$ cat config.mk
export PLATFORM = sky130hd
export DESIGN_NAME = ddm_top
export DESIGN_NICKNAME = d
export VERILOG_FILES = /design/src/verilog/ddm_pkg.sv /design/src/verilog/ddm_rise.sv /design/src/verilog/ddm_top.sv
export VERILOG_INCLUDE_DIRS = /design/src /design/src/verilog
export SDC_FILE = /design/constraint.sdc
export NUM_CORES = 1
export LEC_CHECK = 0
export BUFFER_PORTS_ARGS = -buffer_cell sky130_fd_sc_hd__buf_2
export CAP_MARGIN = 20
export CORE_ASPECT_RATIO = 1.75
export CORE_UTILIZATION = 33
export CTS_CLUSTER_SIZE = 40
export DETAILED_ROUTE_END_ITERATION = 16
export PLACE_DENSITY = 0.53
export REMOVE_ABC_BUFFERS = 1
export SETUP_SLACK_MARGIN = 0.05
export SKIP_LAST_GASP = 1
export SYNTH_ARGS = -nofsm -noshare
export SYNTH_HDL_FRONTEND = slang
export SYNTH_HIERARCHICAL = 1
export SYNTH_SLANG_ARGS = --single-unit
export TNS_END_PERCENT = 50
$ cat constraint.sdc
create_clock -name clk_i -period 2.1 [get_ports clk_i]
set_input_delay 0.105 -clock clk_i [delete_from_list [all_inputs] [get_ports clk_i]]
set_output_delay 0.105 -clock clk_i [all_outputs]
set_load 0.01 [all_outputs]
$ cat src/verilog/ddm_regs.svh
`ifndef DDM_REGS_SVH
`define DDM_REGS_SVH

// Register byte addresses on the software port.
`define DDM_ADDR_PROT_POS   8'h00
`define DDM_ADDR_REV_CFG    8'h04
`define DDM_ADDR_DOOR_POS   8'h08
`define DDM_ADDR_STATUS     8'h0c
`define DDM_ADDR_WIDTH      8'h10

// Reset values of the software-written settings.
`define DDM_PROT_POS_RST    16'h0010
`define DDM_REV_CFG_RST     3'h0

// Fields of the reopen configuration register.
`define DDM_CFG_STALL_BIT   0
`define DDM_CFG_EDGE_LSB    1
`define DDM_CFG_EDGE_MSB    2

// Edge detector settings.
`define DDM_EDGE_OFF        2'h0
`define DDM_EDGE_SINK       2'h1
`define DDM_EDGE_SOURCE     2'h2

// Positions within this distance of a limit count as at the limit.
`define DDM_LIMIT_TOL       16'h0002

// Bit positions of the status register.
`define DDM_ST_RUN          0
`define DDM_ST_AUTO         1
`define DDM_ST_LEARNED      2
`define DDM_ST_FAULT        3
`define DDM_ST_LEARNING     4
`define DDM_ST_OPEN         5
`define DDM_ST_CLOSE        6
`define DDM_ST_SLOW         7
`define DDM_ST_HOLD         8
`define DDM_ST_PROT         9
`define DDM_ST_REV          10
`define DDM_ST_CLOSED       11
`define DDM_ST_OPENED       12
`define DDM_ST_SLIM         13
`define DDM_ST_HEAVY        14
`define DDM_ST_EDGE         15

`endif

$ cat src/verilog/ddm_pkg.sv
// Types shared by the door drive mode logic.
package ddm_pkg;

  // Operating state of the drive.
  typedef enum logic [1:0]
  {
    DDM_HALT,
    DDM_AUTO,
    DDM_HAND,
    DDM_LEARN
  } ddm_mode_e;

  // Door position, counted from the closed end.
  typedef logic [15:0] ddm_pos_t;

  // Register data word.
  typedef logic [31:0] ddm_word_t;

endpackage

$ cat src/verilog/ddm_rise.sv
`timescale 1ns/1ps

// Rising edge detector for a group of panel toggles.
module ddm_rise #(
  parameter int WIDTH = 2
) (
  input  wire logic             clk_i,
  input  wire logic             srst_i,
  input  wire logic [WIDTH-1:0] level_i,
  output logic      [WIDTH-1:0] rise_o
);

  // Previous level of each toggle.
  logic [WIDTH-1:0] prev_q;

  // One detector per toggle.
  genvar g;
  generate
    for (g = 0; g < WIDTH; g++)
    begin : g_bit
      // Keeps the last sampled level; a toggle held at reset gives no edge.
      always_ff @(posedge clk_i)
      begin
        if (srst_i)
          prev_q[g] <= 1'b1;
        else
          prev_q[g] <= level_i[g];
      end
      // Pulses for one cycle when the toggle goes high.
      assign rise_o[g] = level_i[g] & ~prev_q[g];
    end
  endgenerate

endmodule

$ cat src/verilog/ddm_top.sv
// Design decisions made here: the address map and the address-and-strobe port.
`timescale 1ns/1ps
`include "ddm_regs.svh"

// Overview of operation
// Setup position halts drive, motor unpowered
// Locked settings writable only in setup
// Run plus automatic gives normal operation
// Manual mode moves door from panel toggles
// Open/close toggle acts only in manual
// Slow-close closes door at nudging speed
// Slim-door toggle counts only in run-manual
// Weighted toggle counts only in run-manual
// Tuning toggle in setup starts width learning
// Reset press clears latched faults only
// Controller commands via four discrete inputs
// Automatic mode ignores panel motion toggles
// Protection output at adjustable pre-gate position
// Reverse request only flags, never reopens
// Reverse triggers: stall or edge, each enabled
// Closed limit after learning at closed
// Open limit after learning at open
// Indicators show learning, direction, limits, states
// Edge setting zero disables edge trigger
// Edge setting one sinking, two sourcing
// Open and close together hold door
module ddm_top (
  input  wire logic        clk_i,
  input  wire logic        srst_i,
  // Software register port.
  input  wire logic [7:0]  addr_i,
  input  wire logic [31:0] wdata_i,
  input  wire logic        wr_i,
  input  wire logic        rd_i,
  output logic      [31:0] rdata_o,
  // Panel selectors and toggles, high in the named position.
  input  wire logic        sel_run_i,
  input  wire logic        sel_auto_i,
  input  wire logic        tog_open_i,
  input  wire logic        tog_close_i,
  input  wire logic        tog_slow_i,
  input  wire logic        tog_slim_i,
  input  wire logic        tog_tune_i,
  input  wire logic        tog_heavy_i,
  input  wire logic        tog_reset_i,
  // Controller command inputs.
  input  wire logic        ext_open_i,
  input  wire logic        ext_close_i,
  input  wire logic        ext_slow_i,
  input  wire logic        ext_heavy_i,
  // Drive side status.
  input  wire logic        stall_rev_i,
  input  wire logic        edge_sense_i,
  input  wire logic        fault_i,
  input  wire logic [15:0] door_pos_i,
  input  wire logic        learn_done_i,
  input  wire logic [15:0] learn_width_i,
  // Motor command outputs.
  output logic             motor_en_o,
  output logic             cmd_open_o,
  output logic             cmd_close_o,
  output logic             slow_close_o,
  output logic             slim_door_mode_o,
  output logic             heavy_door_o,
  output logic             learn_start_o,
  // Relay outputs.
  output logic             door_protection_output_o,
  output logic             door_reverse_request_o,
  output logic             closed_limit_output_o,
  output logic             open_limit_output_o,
  // Indicators.
  output logic             ind_learning_o,
  output logic             ind_learned_o,
  output logic             ind_hold_o,
  output logic             ind_edge_o,
  output logic             fault_monitor_o
);

  // Mode state and the settings written by software.
  ddm_pkg::ddm_mode_e mode_q, mode_d;
  ddm_pkg::ddm_pos_t  prot_pos_q;
  logic [2:0]         rev_cfg_q;
  ddm_pkg::ddm_pos_t  width_q;
  logic               learned_q;
  logic               fault_q;
  ddm_pkg::ddm_word_t rdata_q;
  logic [15:0]        status_q;

  // Registered copies of every output.
  logic motor_en_q, open_q, close_q, slow_q, slim_q, heavy_q, lstart_q;
  logic prot_q, rev_q, closed_q, opened_q, hold_q, edge_q;

  // Rising edges of the tuning and reset toggles.
  logic [1:0] tog_rise;

  ddm_rise #(
    .WIDTH (2)
  ) u_rise (
    .clk_i   (clk_i),
    .srst_i  (srst_i),
    .level_i ({tog_reset_i, tog_tune_i}),
    .rise_o  (tog_rise)
  );

  // Named decode of the panel and register port.
  wire setup_w     = ~sel_run_i;
  wire tune_rise_w = tog_rise[0];
  wire rst_rise_w  = tog_rise[1];
  wire wr_prot_w   = wr_i & (addr_i == `DDM_ADDR_PROT_POS);
  wire wr_cfg_w    = wr_i & (addr_i == `DDM_ADDR_REV_CFG);
  wire wr_ok_w     = setup_w;

  // Command source selection: panel in manual, controller in automatic.
  wire hand_w  = (mode_q == ddm_pkg::DDM_HAND);
  wire auto_w  = (mode_q == ddm_pkg::DDM_AUTO);
  wire src_open_w  = hand_w ? tog_open_i  : ext_open_i;
  wire src_close_w = hand_w ? tog_close_i : ext_close_i;
  wire src_slow_w  = hand_w ? tog_slow_i  : ext_slow_i;
  wire src_heavy_w = hand_w ? tog_heavy_i : ext_heavy_i;
  wire moving_w    = hand_w | auto_w;
  wire both_w      = src_open_w & src_close_w;
  // The reverse request never enters this path; only the controller reopens.
  wire open_d_w    = moving_w & src_open_w & ~both_w;
  wire close_d_w   = moving_w & src_close_w & ~both_w;
  wire slow_d_w    = close_d_w & src_slow_w;
  wire slim_d_w    = hand_w & tog_slim_i;
  wire heavy_d_w   = moving_w & src_heavy_w;

  // Reverse request triggers.
  wire [1:0] edge_set_w = rev_cfg_q[`DDM_CFG_EDGE_MSB:`DDM_CFG_EDGE_LSB];
  wire edge_hit_w =
    ((edge_set_w == `DDM_EDGE_SINK)   & ~edge_sense_i) |
    ((edge_set_w == `DDM_EDGE_SOURCE) &  edge_sense_i);
  wire stall_hit_w = rev_cfg_q[`DDM_CFG_STALL_BIT] & stall_rev_i;
  wire rev_d_w     = stall_hit_w | edge_hit_w;

  // Position compares against the learned limits and the protection position.
  wire at_closed_w = learned_q & (door_pos_i <= `DDM_LIMIT_TOL);
  wire [16:0] open_reach_w = {1'b0, door_pos_i} + {1'b0, `DDM_LIMIT_TOL};
  wire at_open_w   = learned_q & (open_reach_w >= {1'b0, width_q});
  wire prot_d_w    = door_pos_i <= prot_pos_q;

  // Status word for the indicators and software.
  logic [15:0] status_d;
  always_comb
  begin
    status_d = 16'h0000;
    status_d[`DDM_ST_RUN]      = sel_run_i;
    status_d[`DDM_ST_AUTO]     = sel_auto_i;
    status_d[`DDM_ST_LEARNED]  = learned_q;
    status_d[`DDM_ST_FAULT]    = fault_q;
    status_d[`DDM_ST_LEARNING] = (mode_q == ddm_pkg::DDM_LEARN);
    status_d[`DDM_ST_OPEN]     = open_q;
    status_d[`DDM_ST_CLOSE]    = close_q;
    status_d[`DDM_ST_SLOW]     = slow_q;
    status_d[`DDM_ST_HOLD]     = hold_q;
    status_d[`DDM_ST_PROT]     = prot_q;
    status_d[`DDM_ST_REV]      = rev_q;
    status_d[`DDM_ST_CLOSED]   = closed_q;
    status_d[`DDM_ST_OPENED]   = opened_q;
    status_d[`DDM_ST_SLIM]     = slim_q;
    status_d[`DDM_ST_HEAVY]    = heavy_q;
    status_d[`DDM_ST_EDGE]     = edge_hit_w;
  end

  // Read multiplexer; unmapped addresses read as zero.
  ddm_pkg::ddm_word_t rmux_w;
  always_comb
  begin
    case (addr_i)
      `DDM_ADDR_PROT_POS: rmux_w = {16'h0000, prot_pos_q};
      `DDM_ADDR_REV_CFG:  rmux_w = {29'h0000000, rev_cfg_q};
      `DDM_ADDR_DOOR_POS: rmux_w = {16'h0000, door_pos_i};
      `DDM_ADDR_STATUS:   rmux_w = {16'h0000, status_q};
      `DDM_ADDR_WIDTH:    rmux_w = {16'h0000, width_q};
      default:            rmux_w = 32'h00000000;
    endcase
  end

  // Next operating state from the selectors and the tuning toggle.
  always_comb
  begin
    mode_d = mode_q;
    case (mode_q)
      ddm_pkg::DDM_HALT:
        // Tuning flipped during setup begins learning.
        if (sel_run_i)
          mode_d = sel_auto_i ? ddm_pkg::DDM_AUTO : ddm_pkg::DDM_HAND;
        else if (tune_rise_w)
          mode_d = ddm_pkg::DDM_LEARN;
      ddm_pkg::DDM_LEARN:
        // Learning ends when done or when setup is left.
        if (learn_done_i | sel_run_i)
          mode_d = ddm_pkg::DDM_HALT;
      ddm_pkg::DDM_AUTO,
      ddm_pkg::DDM_HAND:
        // Any move to setup halts at once.
        if (setup_w)
          mode_d = ddm_pkg::DDM_HALT;
        else
          mode_d = sel_auto_i ? ddm_pkg::DDM_AUTO : ddm_pkg::DDM_HAND;
      default:
        mode_d = ddm_pkg::DDM_HALT;
    endcase
  end

  // Mode register.
  always_ff @(posedge clk_i)
  begin
    if (srst_i)
      mode_q <= ddm_pkg::DDM_HALT;
    else
      mode_q <= mode_d;
  end

  // Settings written by software, accepted only in setup.
  always_ff @(posedge clk_i)
  begin
    if (srst_i)
    begin
      prot_pos_q <= `DDM_PROT_POS_RST;
      rev_cfg_q  <= `DDM_REV_CFG_RST;
    end
    else if (wr_ok_w)
    begin
      if (wr_prot_w)
        prot_pos_q <= wdata_i[15:0];
      if (wr_cfg_w)
        rev_cfg_q  <= wdata_i[2:0];
    end
  end

  // Learned width; a fresh learning clears the learned flag but keeps the old width.
  always_ff @(posedge clk_i)
  begin
    if (srst_i)
    begin
      learned_q <= 1'b0;
      width_q   <= 16'h0000;
    end
    else if (mode_q == ddm_pkg::DDM_LEARN && learn_done_i)
    begin
      learned_q <= 1'b1;
      width_q   <= learn_width_i;
    end
    else if (mode_d == ddm_pkg::DDM_LEARN && mode_q != ddm_pkg::DDM_LEARN)
      learned_q <= 1'b0;
  end

  // Fault latch; a new fault in the reset cycle stays latched.
  always_ff @(posedge clk_i)
  begin
    if (srst_i)
      fault_q <= 1'b0;
    else if (fault_i)
      fault_q <= 1'b1;
    else if (rst_rise_w)
      fault_q <= 1'b0;
  end

  // Motor commands and the hold indicator, registered.
  always_ff @(posedge clk_i)
  begin
    if (srst_i)
    begin
      motor_en_q <= 1'b0;
      open_q     <= 1'b0;
      close_q    <= 1'b0;
      slow_q     <= 1'b0;
      slim_q     <= 1'b0;
      heavy_q    <= 1'b0;
      hold_q     <= 1'b0;
      lstart_q   <= 1'b0;
    end
    else
    begin
      motor_en_q <= moving_w & sel_run_i;
      open_q     <= open_d_w;
      close_q    <= close_d_w;
      slow_q     <= slow_d_w;
      slim_q     <= slim_d_w;
      heavy_q    <= heavy_d_w;
      hold_q     <= moving_w & ~open_d_w & ~close_d_w;
      lstart_q   <= (mode_q == ddm_pkg::DDM_HALT) &
                    (mode_d == ddm_pkg::DDM_LEARN);
    end
  end

  // Relay outputs and the edge indicator, registered.
  always_ff @(posedge clk_i)
  begin
    if (srst_i)
    begin
      prot_q   <= 1'b0;
      rev_q    <= 1'b0;
      closed_q <= 1'b0;
      opened_q <= 1'b0;
      edge_q   <= 1'b0;
    end
    else
    begin
      prot_q   <= prot_d_w;
      rev_q    <= rev_d_w;
      closed_q <= at_closed_w;
      opened_q <= at_open_w;
      edge_q   <= edge_hit_w;
    end
  end

  // Status snapshot and read data; data stand only in the cycle after.
  always_ff @(posedge clk_i)
  begin
    if (srst_i)
    begin
      status_q <= 16'h0000;
      rdata_q  <= 32'h00000000;
    end
    else
    begin
      status_q <= status_d;
      rdata_q  <= rd_i ? rmux_w : 32'h00000000;
    end
  end

  // Outputs straight from flip-flops.
  assign rdata_o                  = rdata_q;
  assign motor_en_o               = motor_en_q;
  assign cmd_open_o               = open_q;
  assign cmd_close_o              = close_q;
  assign slow_close_o             = slow_q;
  assign slim_door_mode_o         = slim_q;
  assign heavy_door_o             = heavy_q;
  assign learn_start_o            = lstart_q;
  assign door_protection_output_o = prot_q;
  assign door_reverse_request_o   = rev_q;
  assign closed_limit_output_o    = closed_q;
  assign open_limit_output_o      = opened_q;
  assign ind_learning_o           = status_q[`DDM_ST_LEARNING];
  assign ind_learned_o            = learned_q;
  assign ind_hold_o               = hold_q;
  assign ind_edge_o               = edge_q;
  assign fault_monitor_o          = fault_q;
endmodule

# After elaboration in Yosys (flattened, before gate mapping)
# Index checks and enable logic that the tools add are counted.
[word_totals] in_bits=93 output_inout_bits=48 reg_bits=102 wordCells=96
[op_classes] n_bitwise=33 eq_ne=11 n_mux=15 add_sub_neg=1 order_cmp=3 reduce_logical=10
[ops] cell="16-bit case mux with 5 select lines" n=1
[ops] cell="1-bit bitwise AND" n=21
[ops] cell="16-bit by 2-bit adder with 17-bit output, second input constant" n=1
[ops] cell="17-bit by 16-bit >= comparator with 1-bit output" n=1
[ops] cell="8-bit by 4-bit == test with 1-bit output, second input constant" n=2
[ops] cell="16-bit <= comparator" n=1
[ops] cell="16-bit by 2-bit <= comparator with 1-bit output, second input constant" n=1
[ops] cell="2-bit two-way mux" n=5
[ops] cell="2-bit == test, second input constant" n=4
[ops] cell="8-bit by 3-bit == test with 1-bit output, second input constant" n=1
[ops] cell="8-bit by 5-bit == test with 1-bit output, second input constant" n=1
[ops] cell="8-bit logical NOT" n=1
[ops] cell="1-bit two-way mux" n=8
[ops] cell="1-bit inverter" n=8
[ops] cell="2-bit case mux with 3 select lines" n=1
[ops] cell="2-bit by 1-bit == test with 1-bit output, second input constant" n=2
[ops] cell="1-bit OR" n=4
[ops] cell="2-bit AND reduction" n=2
[ops] cell="2-bit nonzero test" n=2
[ops] cell="2-bit OR reduction" n=2
[ops] cell="1-bit logical AND" n=2
[ops] cell="2-bit logical NOT" n=1
[ops] cell="2-bit inequality test, second input constant" n=1

# Depth between registers and ports, before layout
# Gate-level depths: netlist of the first run.
[logic_depth] depth_word=9 ltp_mapped=11

# By module
# The synthesis of the first run kept the hierarchy.
[modules_own_cells] module="ddm_top" instances=1 seq_area_each_um2=1661.6 cells_each=504 area_each_um2=4460.5
[modules_own_cells] module="ddm_rise" instances=1 seq_area_each_um2=40.0 cells_each=6 area_each_um2=65.1

# Least setup slack after synthesis of the first run
# No wires, ideal clock.
[synth_timing] path_kind="input -> register" start="in door_pos_i[1]" end="reg opened_q (netlist: open_limit_output_o)" arrival_ps=1826 path_stages=10 n_path_buf=0 setup_time_ps=74 setup_slack_ps=200 cell_sequence="ha_1 and3_1 and2_1 nand4_1 xnor2_1 ha_1 nand4_1 o41ai_1 nand2_1 a31oi_1"
[synth_via] elab_chain_cells=3
[synth_lines] element="from (decl)" line="ddm_top.sv:55" text="input wire logic [15:0] door_pos_i,"
[synth_lines] element="16-bit by 2-bit adder with 17-bit output" line="ddm_top.sv:139" text="wire [16:0] open_reach_w = {1'b0, door_pos_i} + {1'b0, `DDM_LIMIT_TOL};"
[synth_lines] element="17-bit by 16-bit >= comparator with 1-bit output" line="ddm_top.sv:140" text="wire at_open_w = learned_q & (open_reach_w >= {1'b0, width_q});"
[synth_lines] element="1-bit bitwise AND" line="ddm_top.sv:140"
[synth_lines] element="to (signal assigned)" line="ddm_top.sv:305" text="opened_q <= at_open_w;"
[synth_lines] element="to (decl)" line="ddm_top.sv:91" text="logic prot_q, rev_q, closed_q, opened_q, hold_q, edge_q;"
# No other way between the ends.
# A chain may end at the register's enable or synchronous reset.

# Worst setup path after layout of the first run
[layout_timing] start="in door_pos_i[2]" end="reg opened_q (netlist: open_limit_output_o)"
# The elaborated chain is that of the path after synthesis.

==> metrics.yaml, run 1 <==
cells_and_area:
  area_growth_pct: 28.4
  layout.cells.non_filler: 826
  final_net_count: 777
  post_route_cells_drive_above_1_share: 0.241
  antennaDiodeCount: 0
floorplan:
  core.rowCount: 56
  dieArea_um2: 14200
  initial_core_util: 0.338
  die_y_um: 157
  core-area_um2: 13400
  io_pins: 141
  chipWidth_um: 90.5
clock_tree:
  cts-buffers-inserted: 9
  postCtsSetupBuffers: 0
  clockRootBuffer: "clkbuf_16"
  cts_tree: "done"
  htree_levels: 3
  clkTransAtPathRegs_ns: 0.06
  clk_path_buf_depth: 2
  cts_sinks: 85
  clk_latency_ns: 0.34
sta:
  period_needed_ns: 1.82
  drv_slew: 0
  setup_viol: 0
  fin_crit_sh: 0.868
  grt_setup_unrepaired: "no"
  worst_slack_ns: 0.277
  hold_viol: 0
  finalClockSkew_ns: 0.00665
  fmax_ghz: 0.549
  whs_ns: 0.00640
global_routing:
  grt_usage: 0.200
  grt_max_degree: 27
  grt_pass1_wl_um: 21300
  grt_pass1_vias: 4140
  grt-ovfl-total: 0
  antenna_found_initial: 0
setup_path:
  cp_data_required_time_ns: 2.37
  rrSetupSlack_ns: 0.35
  worst-path-max-fanout: 5
  worst-r2r-cell-count: 6
  cp.arrival_ns: 2.09
  path_class: "in2reg"
  endpoint_kind: "register"
  cp-start-kind: "input pin"
place:
  post-place-cells: 797
  portBuffers: 108
  dpl.hpwl_um: 10800
  place_worst_setup_slack_ns: -0.0939
  gp_congestion: 0.921
routing:
  wirelength_um: 13800
  drt_iter0_drc: 112
  ant_nets: 0
  vias_per_cell: 4.83
  drc_errors: 0
  vias: 3993
  routedWlPerCell_um: 16.7
  firstDrtPassIters: 4
run:
  maxCapViolCount: 0
run_status:
  outcome: "complete, no violations"
min_path:
  hold_class: "in2reg"
  hold_depth: 3
synthesis:
  synthArstFlopShare: 0
  avgSynthCellArea_um2: 8.87
  ys_top_cells_by_count: "dfxtp_1 (85), nor2_1 (53), mux2i_1 (50)"
  synthMostInstantiatedCell: "dfxtp_1"
  synth_cell_types: 49
  yosysSeqAreaShare: 0.376
  synth_top_cell_area_share: 0.376
  synth_top_area_cell: "dfxtp_1"
  yosysWarningCount: 6
  ys.flop_type: "dfxtp_1"
  synth-edff-count: 0
  synthCells: 510
  yosys-top-cells-area: "dfxtp_1 (38%), mux2i_1 (11%), ha_1 (10%)"
  mappedNetlistArea_um2: 4530
  ys_ff_latch: 85
power_and_ir_drop:
  power.leakage_nw: 2.47
  p_total_w: 0.00386
  p_per_area_nw_per_um2: 664
  vdd_ir_drop_max_mv: 0.421
## registers in the layout, summed over array words and instances, names as in the netlist, 2 cells and up
signal	count
u_rise/prev_q	2
mode_q	2
rev_cfg_q	3
status_q	15
rdata_o	16
width_q	16
prot_pos_q	16
## final timing paths
| kind | startpoint | endpoint |
|---|---|---|
| worst max-delay path | door_pos_i[2] | open_limit_output_o |
| worst min-delay path | learn_width_i[13] | width_q[13] |
| worst max register to register | width_q[6] | open_limit_output_o |
| worst min register to register | slow_close_o | status_q[7] |
## stage by stage
step                      instance area, µm²  TNS [ns]   util
after global routing                    5810         0  0.434
after floorplan                         4350    -0.164      -
after detailed placement                5350   -0.0939  0.400
after CTS                               5810         0  0.434
after global placement                  5350   -0.0642  0.400
final                                   5810         0  0.434
## cell usage in the layout (no fill, tap or decap), types with 2 or more instances in the layout
cell	n
a2111oi_0	2
a211oi_1	2
a21o_1	5
a21oi_1	37
a31oi_1	3
and2_1	3
and3_1	4
and4_1	3
buf_12	2
buf_2	108
buf_4	26
bufinv_16	2
clkbuf_16	9
clkbuf_8	2
clkinv_4	2
conb_1	16
dfxtp_1	85
dlygate4sd3_1	13
ha_1	37
inv_1	38
mux2i_1	50
nand2_1	42
nand2b_1	4
nand3_1	12
nand3b_1	2
nand4_1	8
nor2_1	53
nor2b_1	20
nor3_1	3
nor3b_1	2
nor4_1	3
o21ai_0	4
o22a_1	15
o41ai_1	2
or2_1	2
or3b_2	2
xnor2_1	10
xor2_1	5
## power by group
part	switching (W)	internal, W	leakage, nW
logic	0.000244	0.000206	1.61
clock network	0.000654	0.00111	0.166
registers	0.0000112	0.00163	0.687
total	0.000909	0.00295	2.47
## metal layers
| layer | wire, µm | vias to the layer above | global-route usage | share of wire |
|---|---|---|---|---|
| met3 | 519 | 34 | 0.0357 | 0.038 |
| met4 | 607 | 0 | 0.104 | 0.044 |
| met2 | 7800 | 106 | 0.405 | 0.57 |
| met5 | 0 | - | 0 | 0 |
| met1 | 4840 | 1857 | 0.185 | 0.35 |
| li1 | - | 1996 | - | - |
## cell type report
cell class	count	area, µm²
multi-input cells	364	2510
flip-flops and latches	85	1700
inverters	38	143
well taps	174	218
fillers	1403	7570
clock inverters	5	82.6
clock buffers	11	253
repair buffers	149	906
## critical path, cell delays in order
cell     delay (ns)
buf_2          0.15
ha_1           0.18
and3_1         0.17
and2_1         0.17
nand4_1        0.12
xnor2_1        0.14
ha_1           0.29
nand4_1        0.12
o41ai_1        0.40
nand2_1        0.09
a31oi_1        0.16
## cell families after synthesis
logic type                 Yosys count  share of synthesized area
adders and majority gates           37                      0.102
AOI/OAI and AO/OA                   76                      0.109
DFF                                 85                      0.376
other                                1                   0.000829
muxes                               51                      0.116
buffers and inverters               76                     0.0818
and+or+nand+nor                    169                      0.185
xor gates and xnor gates            15                     0.0290
## timing repair
item | in CTS | in global routing
hold buffers | 13 | 0
hold endpoints to repair | 12 | 0
resized for setup | 0 | 0
setup endpoints to repair | 0 | 0
Note: power is estimated with default switching activity, not from simulation.
==> run 2: changes to the inputs <==
==> constraint.sdc (replaced) <==
create_clock -name clk_i -period 2.1 [get_ports clk_i]
set_input_delay 0.21 -clock clk_i [delete_from_list [all_inputs] [get_ports clk_i]]
set_output_delay 0.21 -clock clk_i [all_outputs]
set_load 0.01 [all_outputs]
==> metrics.yaml, run 2 (synthesis gave the netlist of run 1 again) <==
cells_and_area:
  finalCoreUtilization: 0.427  # was 0.434
  post_route_cells_drive_above_1_share: 0.254  # was 0.241
  layout_commonest_cell: "buf_2"  # unchanged
  final_net_count: 771  # was 777
  final_cell_mix: "buf_2 (108), dfxtp_1 (85), nor2_1 (53), mux2i_1 (50), nand2_1 (42)"  # unchanged
  antennaDiodeCount: 0  # unchanged
  area_growth_pct: 26.3  # was 28.4%
min_path:
  hold_depth: 2  # was 3
  hp-start: "tog_tune_i"  # was learn_width_i[13]
  hold_class: "in2reg"  # unchanged
  min_to: "u_rise/prev_q[0]"  # was width_q[13]
setup_path:
  path_class: "in2reg"  # unchanged
  max_stage_delay_ns: 0.37  # was 0.40 ns
  cp-start-kind: "input pin"  # unchanged
  cp_data_required_time_ns: 2.37  # about the same
  crit_start: "door_pos_i[3]"  # was door_pos_i[2]
  reg2reg_to: "door_protection_output_o"  # was open_limit_output_o
  rrSetupSlack_ns: 0.36  # was 0.35 ns
  worst-r2r-cell-count: 6  # unchanged
  r2r-start: "prot_pos_q[13]"  # was width_q[6]
  path_cells: "buf_2 > and3_1 > and3_1 > and2_1 > nand4_1 > xnor2_1 > ha_1 > nand4_1 > o41ai_1 > nand2_1 > a31oi_1"  # was buf_2 > ha_1 > and3_1 > and2_1 > nand4_1 > xnor2_1 > ha_1 > nand4_1 > o41ai_1 > nand2_1 > a31oi_1
  endpoint_kind: "register"  # unchanged
  slowest_stage: "o41ai_1"  # unchanged
  worst-path-max-fanout: 3  # was 5
  cp.arrival_ns: 2.18  # was 2.09 ns
place:
  dpl.hpwl_um: 10900  # was 10800 µm
  place_worst_setup_slack_ns: -0.179  # was -0.0939 ns
  portBuffers: 108  # unchanged
  gp_congestion: 0.868  # was 0.921
sta:
  period_needed_ns: 1.91  # was 1.82 ns
  finalClockSkew_ns: 0.00688  # was 0.00665 ns
  drv_slew: 0  # unchanged
  fmax_ghz: 0.523  # was 0.549 GHz
  fin_crit_sh: 0.911  # was 0.868
  hold_viol: 0  # unchanged
  grt_setup_unrepaired: "no"  # unchanged
  worst_slack_ns: 0.188  # was 0.277 ns
  setup_viol: 0  # unchanged
routing:
  vias: 4017  # was 3993
  drt_iter0_drc: 149  # was 112
  routedWlPerCell_um: 17.0  # was 16.7 µm
  firstDrtPassIters: 4  # unchanged
  wirelength_um: 13900  # was 13800 µm
  vias_per_cell: 4.90  # was 4.83
  ant_nets: 0  # unchanged
  drc_errors: 0  # unchanged
global_routing:
  grt_max_degree: 31  # was 27
  grt-ovfl-total: 0  # unchanged
  grt_pass1_vias: 4127  # was 4140
  antenna_found_initial: 0  # unchanged
  grt_usage: 0.200  # about the same
  grt_pass1_wl_um: 21400  # was 21300 µm
floorplan:
  io_pins: 141  # unchanged
  chipWidth_um: 90.5  # unchanged
  core-area_um2: 13400  # unchanged
  core.rowCount: 56  # unchanged
  initial_core_util: 0.338  # unchanged
  dieArea_um2: 14200  # unchanged
  die_y_um: 157  # unchanged
clock_tree:
  hold_buffers: 0  # was 13
  cts-buffers-inserted: 9  # unchanged
  clkTransAtPathRegs_ns: 0.06  # about the same
  cts_sinks: 85  # unchanged
  clockRootBuffer: "clkbuf_16"  # unchanged
  clk_latency_ns: 0.34  # about the same
  cts_tree: "done"  # unchanged
  htree_levels: 3  # unchanged
  clk_path_buf_depth: 2  # unchanged
run:
  maxCapViolCount: 0  # unchanged
power_and_ir_drop:
  seqPwrFrac: 0.429  # was 0.426
  vdd_ir_drop_max_mv: 0.312  # was 0.421 mV
  pwr-share-clk: 0.455  # was 0.457
  p_comb_frac: 0.115  # was 0.117
  p_sw_frac: 0.241  # was 0.236
  power.leakage_nw: 2.43  # was 2.47 nW
  power_switching_w: 0.000922  # was 0.000909 W
  p_int_w: 0.00291  # was 0.00295 W
  p_per_area_nw_per_um2: 670  # was 664 nW/µm²
  p_total_w: 0.00383  # was 0.00386 W
run_status:
  outcome: "complete, no violations"  # unchanged
## run 2: worst max-delay path: cells and delay by family
kind / cells / cell delay (ns)
simple gates: 6 / 0.90
compound gates: 2 / 0.52
fa+ha+maj: 1 / 0.29
xor+xnor: 1 / 0.14
buf+inv: 1 / 0.12
## run 2: worst max path at each step
stage / end / slack [ns] / cells after the start
finish: open_limit_output_o / 0.19 / 11
global route: open_limit_output_o / 0.06 / 11
CTS: open_limit_output_o / 0.20 / 11
detailed placement: open_limit_output_o / -0.18 / 11
global placement: open_limit_output_o / -0.13 / 11
floorplan: prot_pos_q[4] / -0.18 / 5
## run 2: what timing repair did
action                                  CTS  global route
resized for setup                         0             1
endpoints found under the setup margin    0             1
setup buffers                             0             0
## run 2: layout make-up
cell class / instances / area (µm²)
multi-input combinational: 364 / 2510
clock inverter: 5 / 83.8
fill: 1365 / 7670
sequential: 85 / 1700
clock buffer: 11 / 243
timing repair buffer: 143 / 816
inverter: 38 / 143
tap: 174 / 218
## run 2: power groups by stage
stage | registers (W) | logic, W | clock network, W
finish | 0.00165 | 0.000442 | 0.00174
global route | 0.00165 | 0.000492 | 0.00183
CTS | 0.00165 | 0.000448 | 0.00178
detailed placement | 0.00168 | 0.000445 | 0
global placement | 0.00168 | 0.000437 | 0
floorplan | 0.00168 | 0.000192 | 0
## run 2: stage by stage
| step | TNS (ns) | instances | hold WS (ns) | instance area (µm²) |
|---|---|---|---|---|
| finish | 0 | 820 | 0.0586 | 5720 |
| global route | 0 | 820 | 0.0715 | 5720 |
| CTS | 0 | 820 | 0.0486 | 5710 |
| detailed placement | -0.598 | 804 | 0.404 | 5390 |
| global placement | -0.337 | 804 | 0.402 | 5390 |
| floorplan | -1.84 | 487 | 0.279 | 4350 |
## run 2: layer usage
metal  vias up  share of wire  track usage
met5         -              0            0
met4         0          0.047        0.118
met3        35          0.032       0.0295
met2       111           0.56        0.400
met1      1901           0.36        0.189
li1       1970              -            -
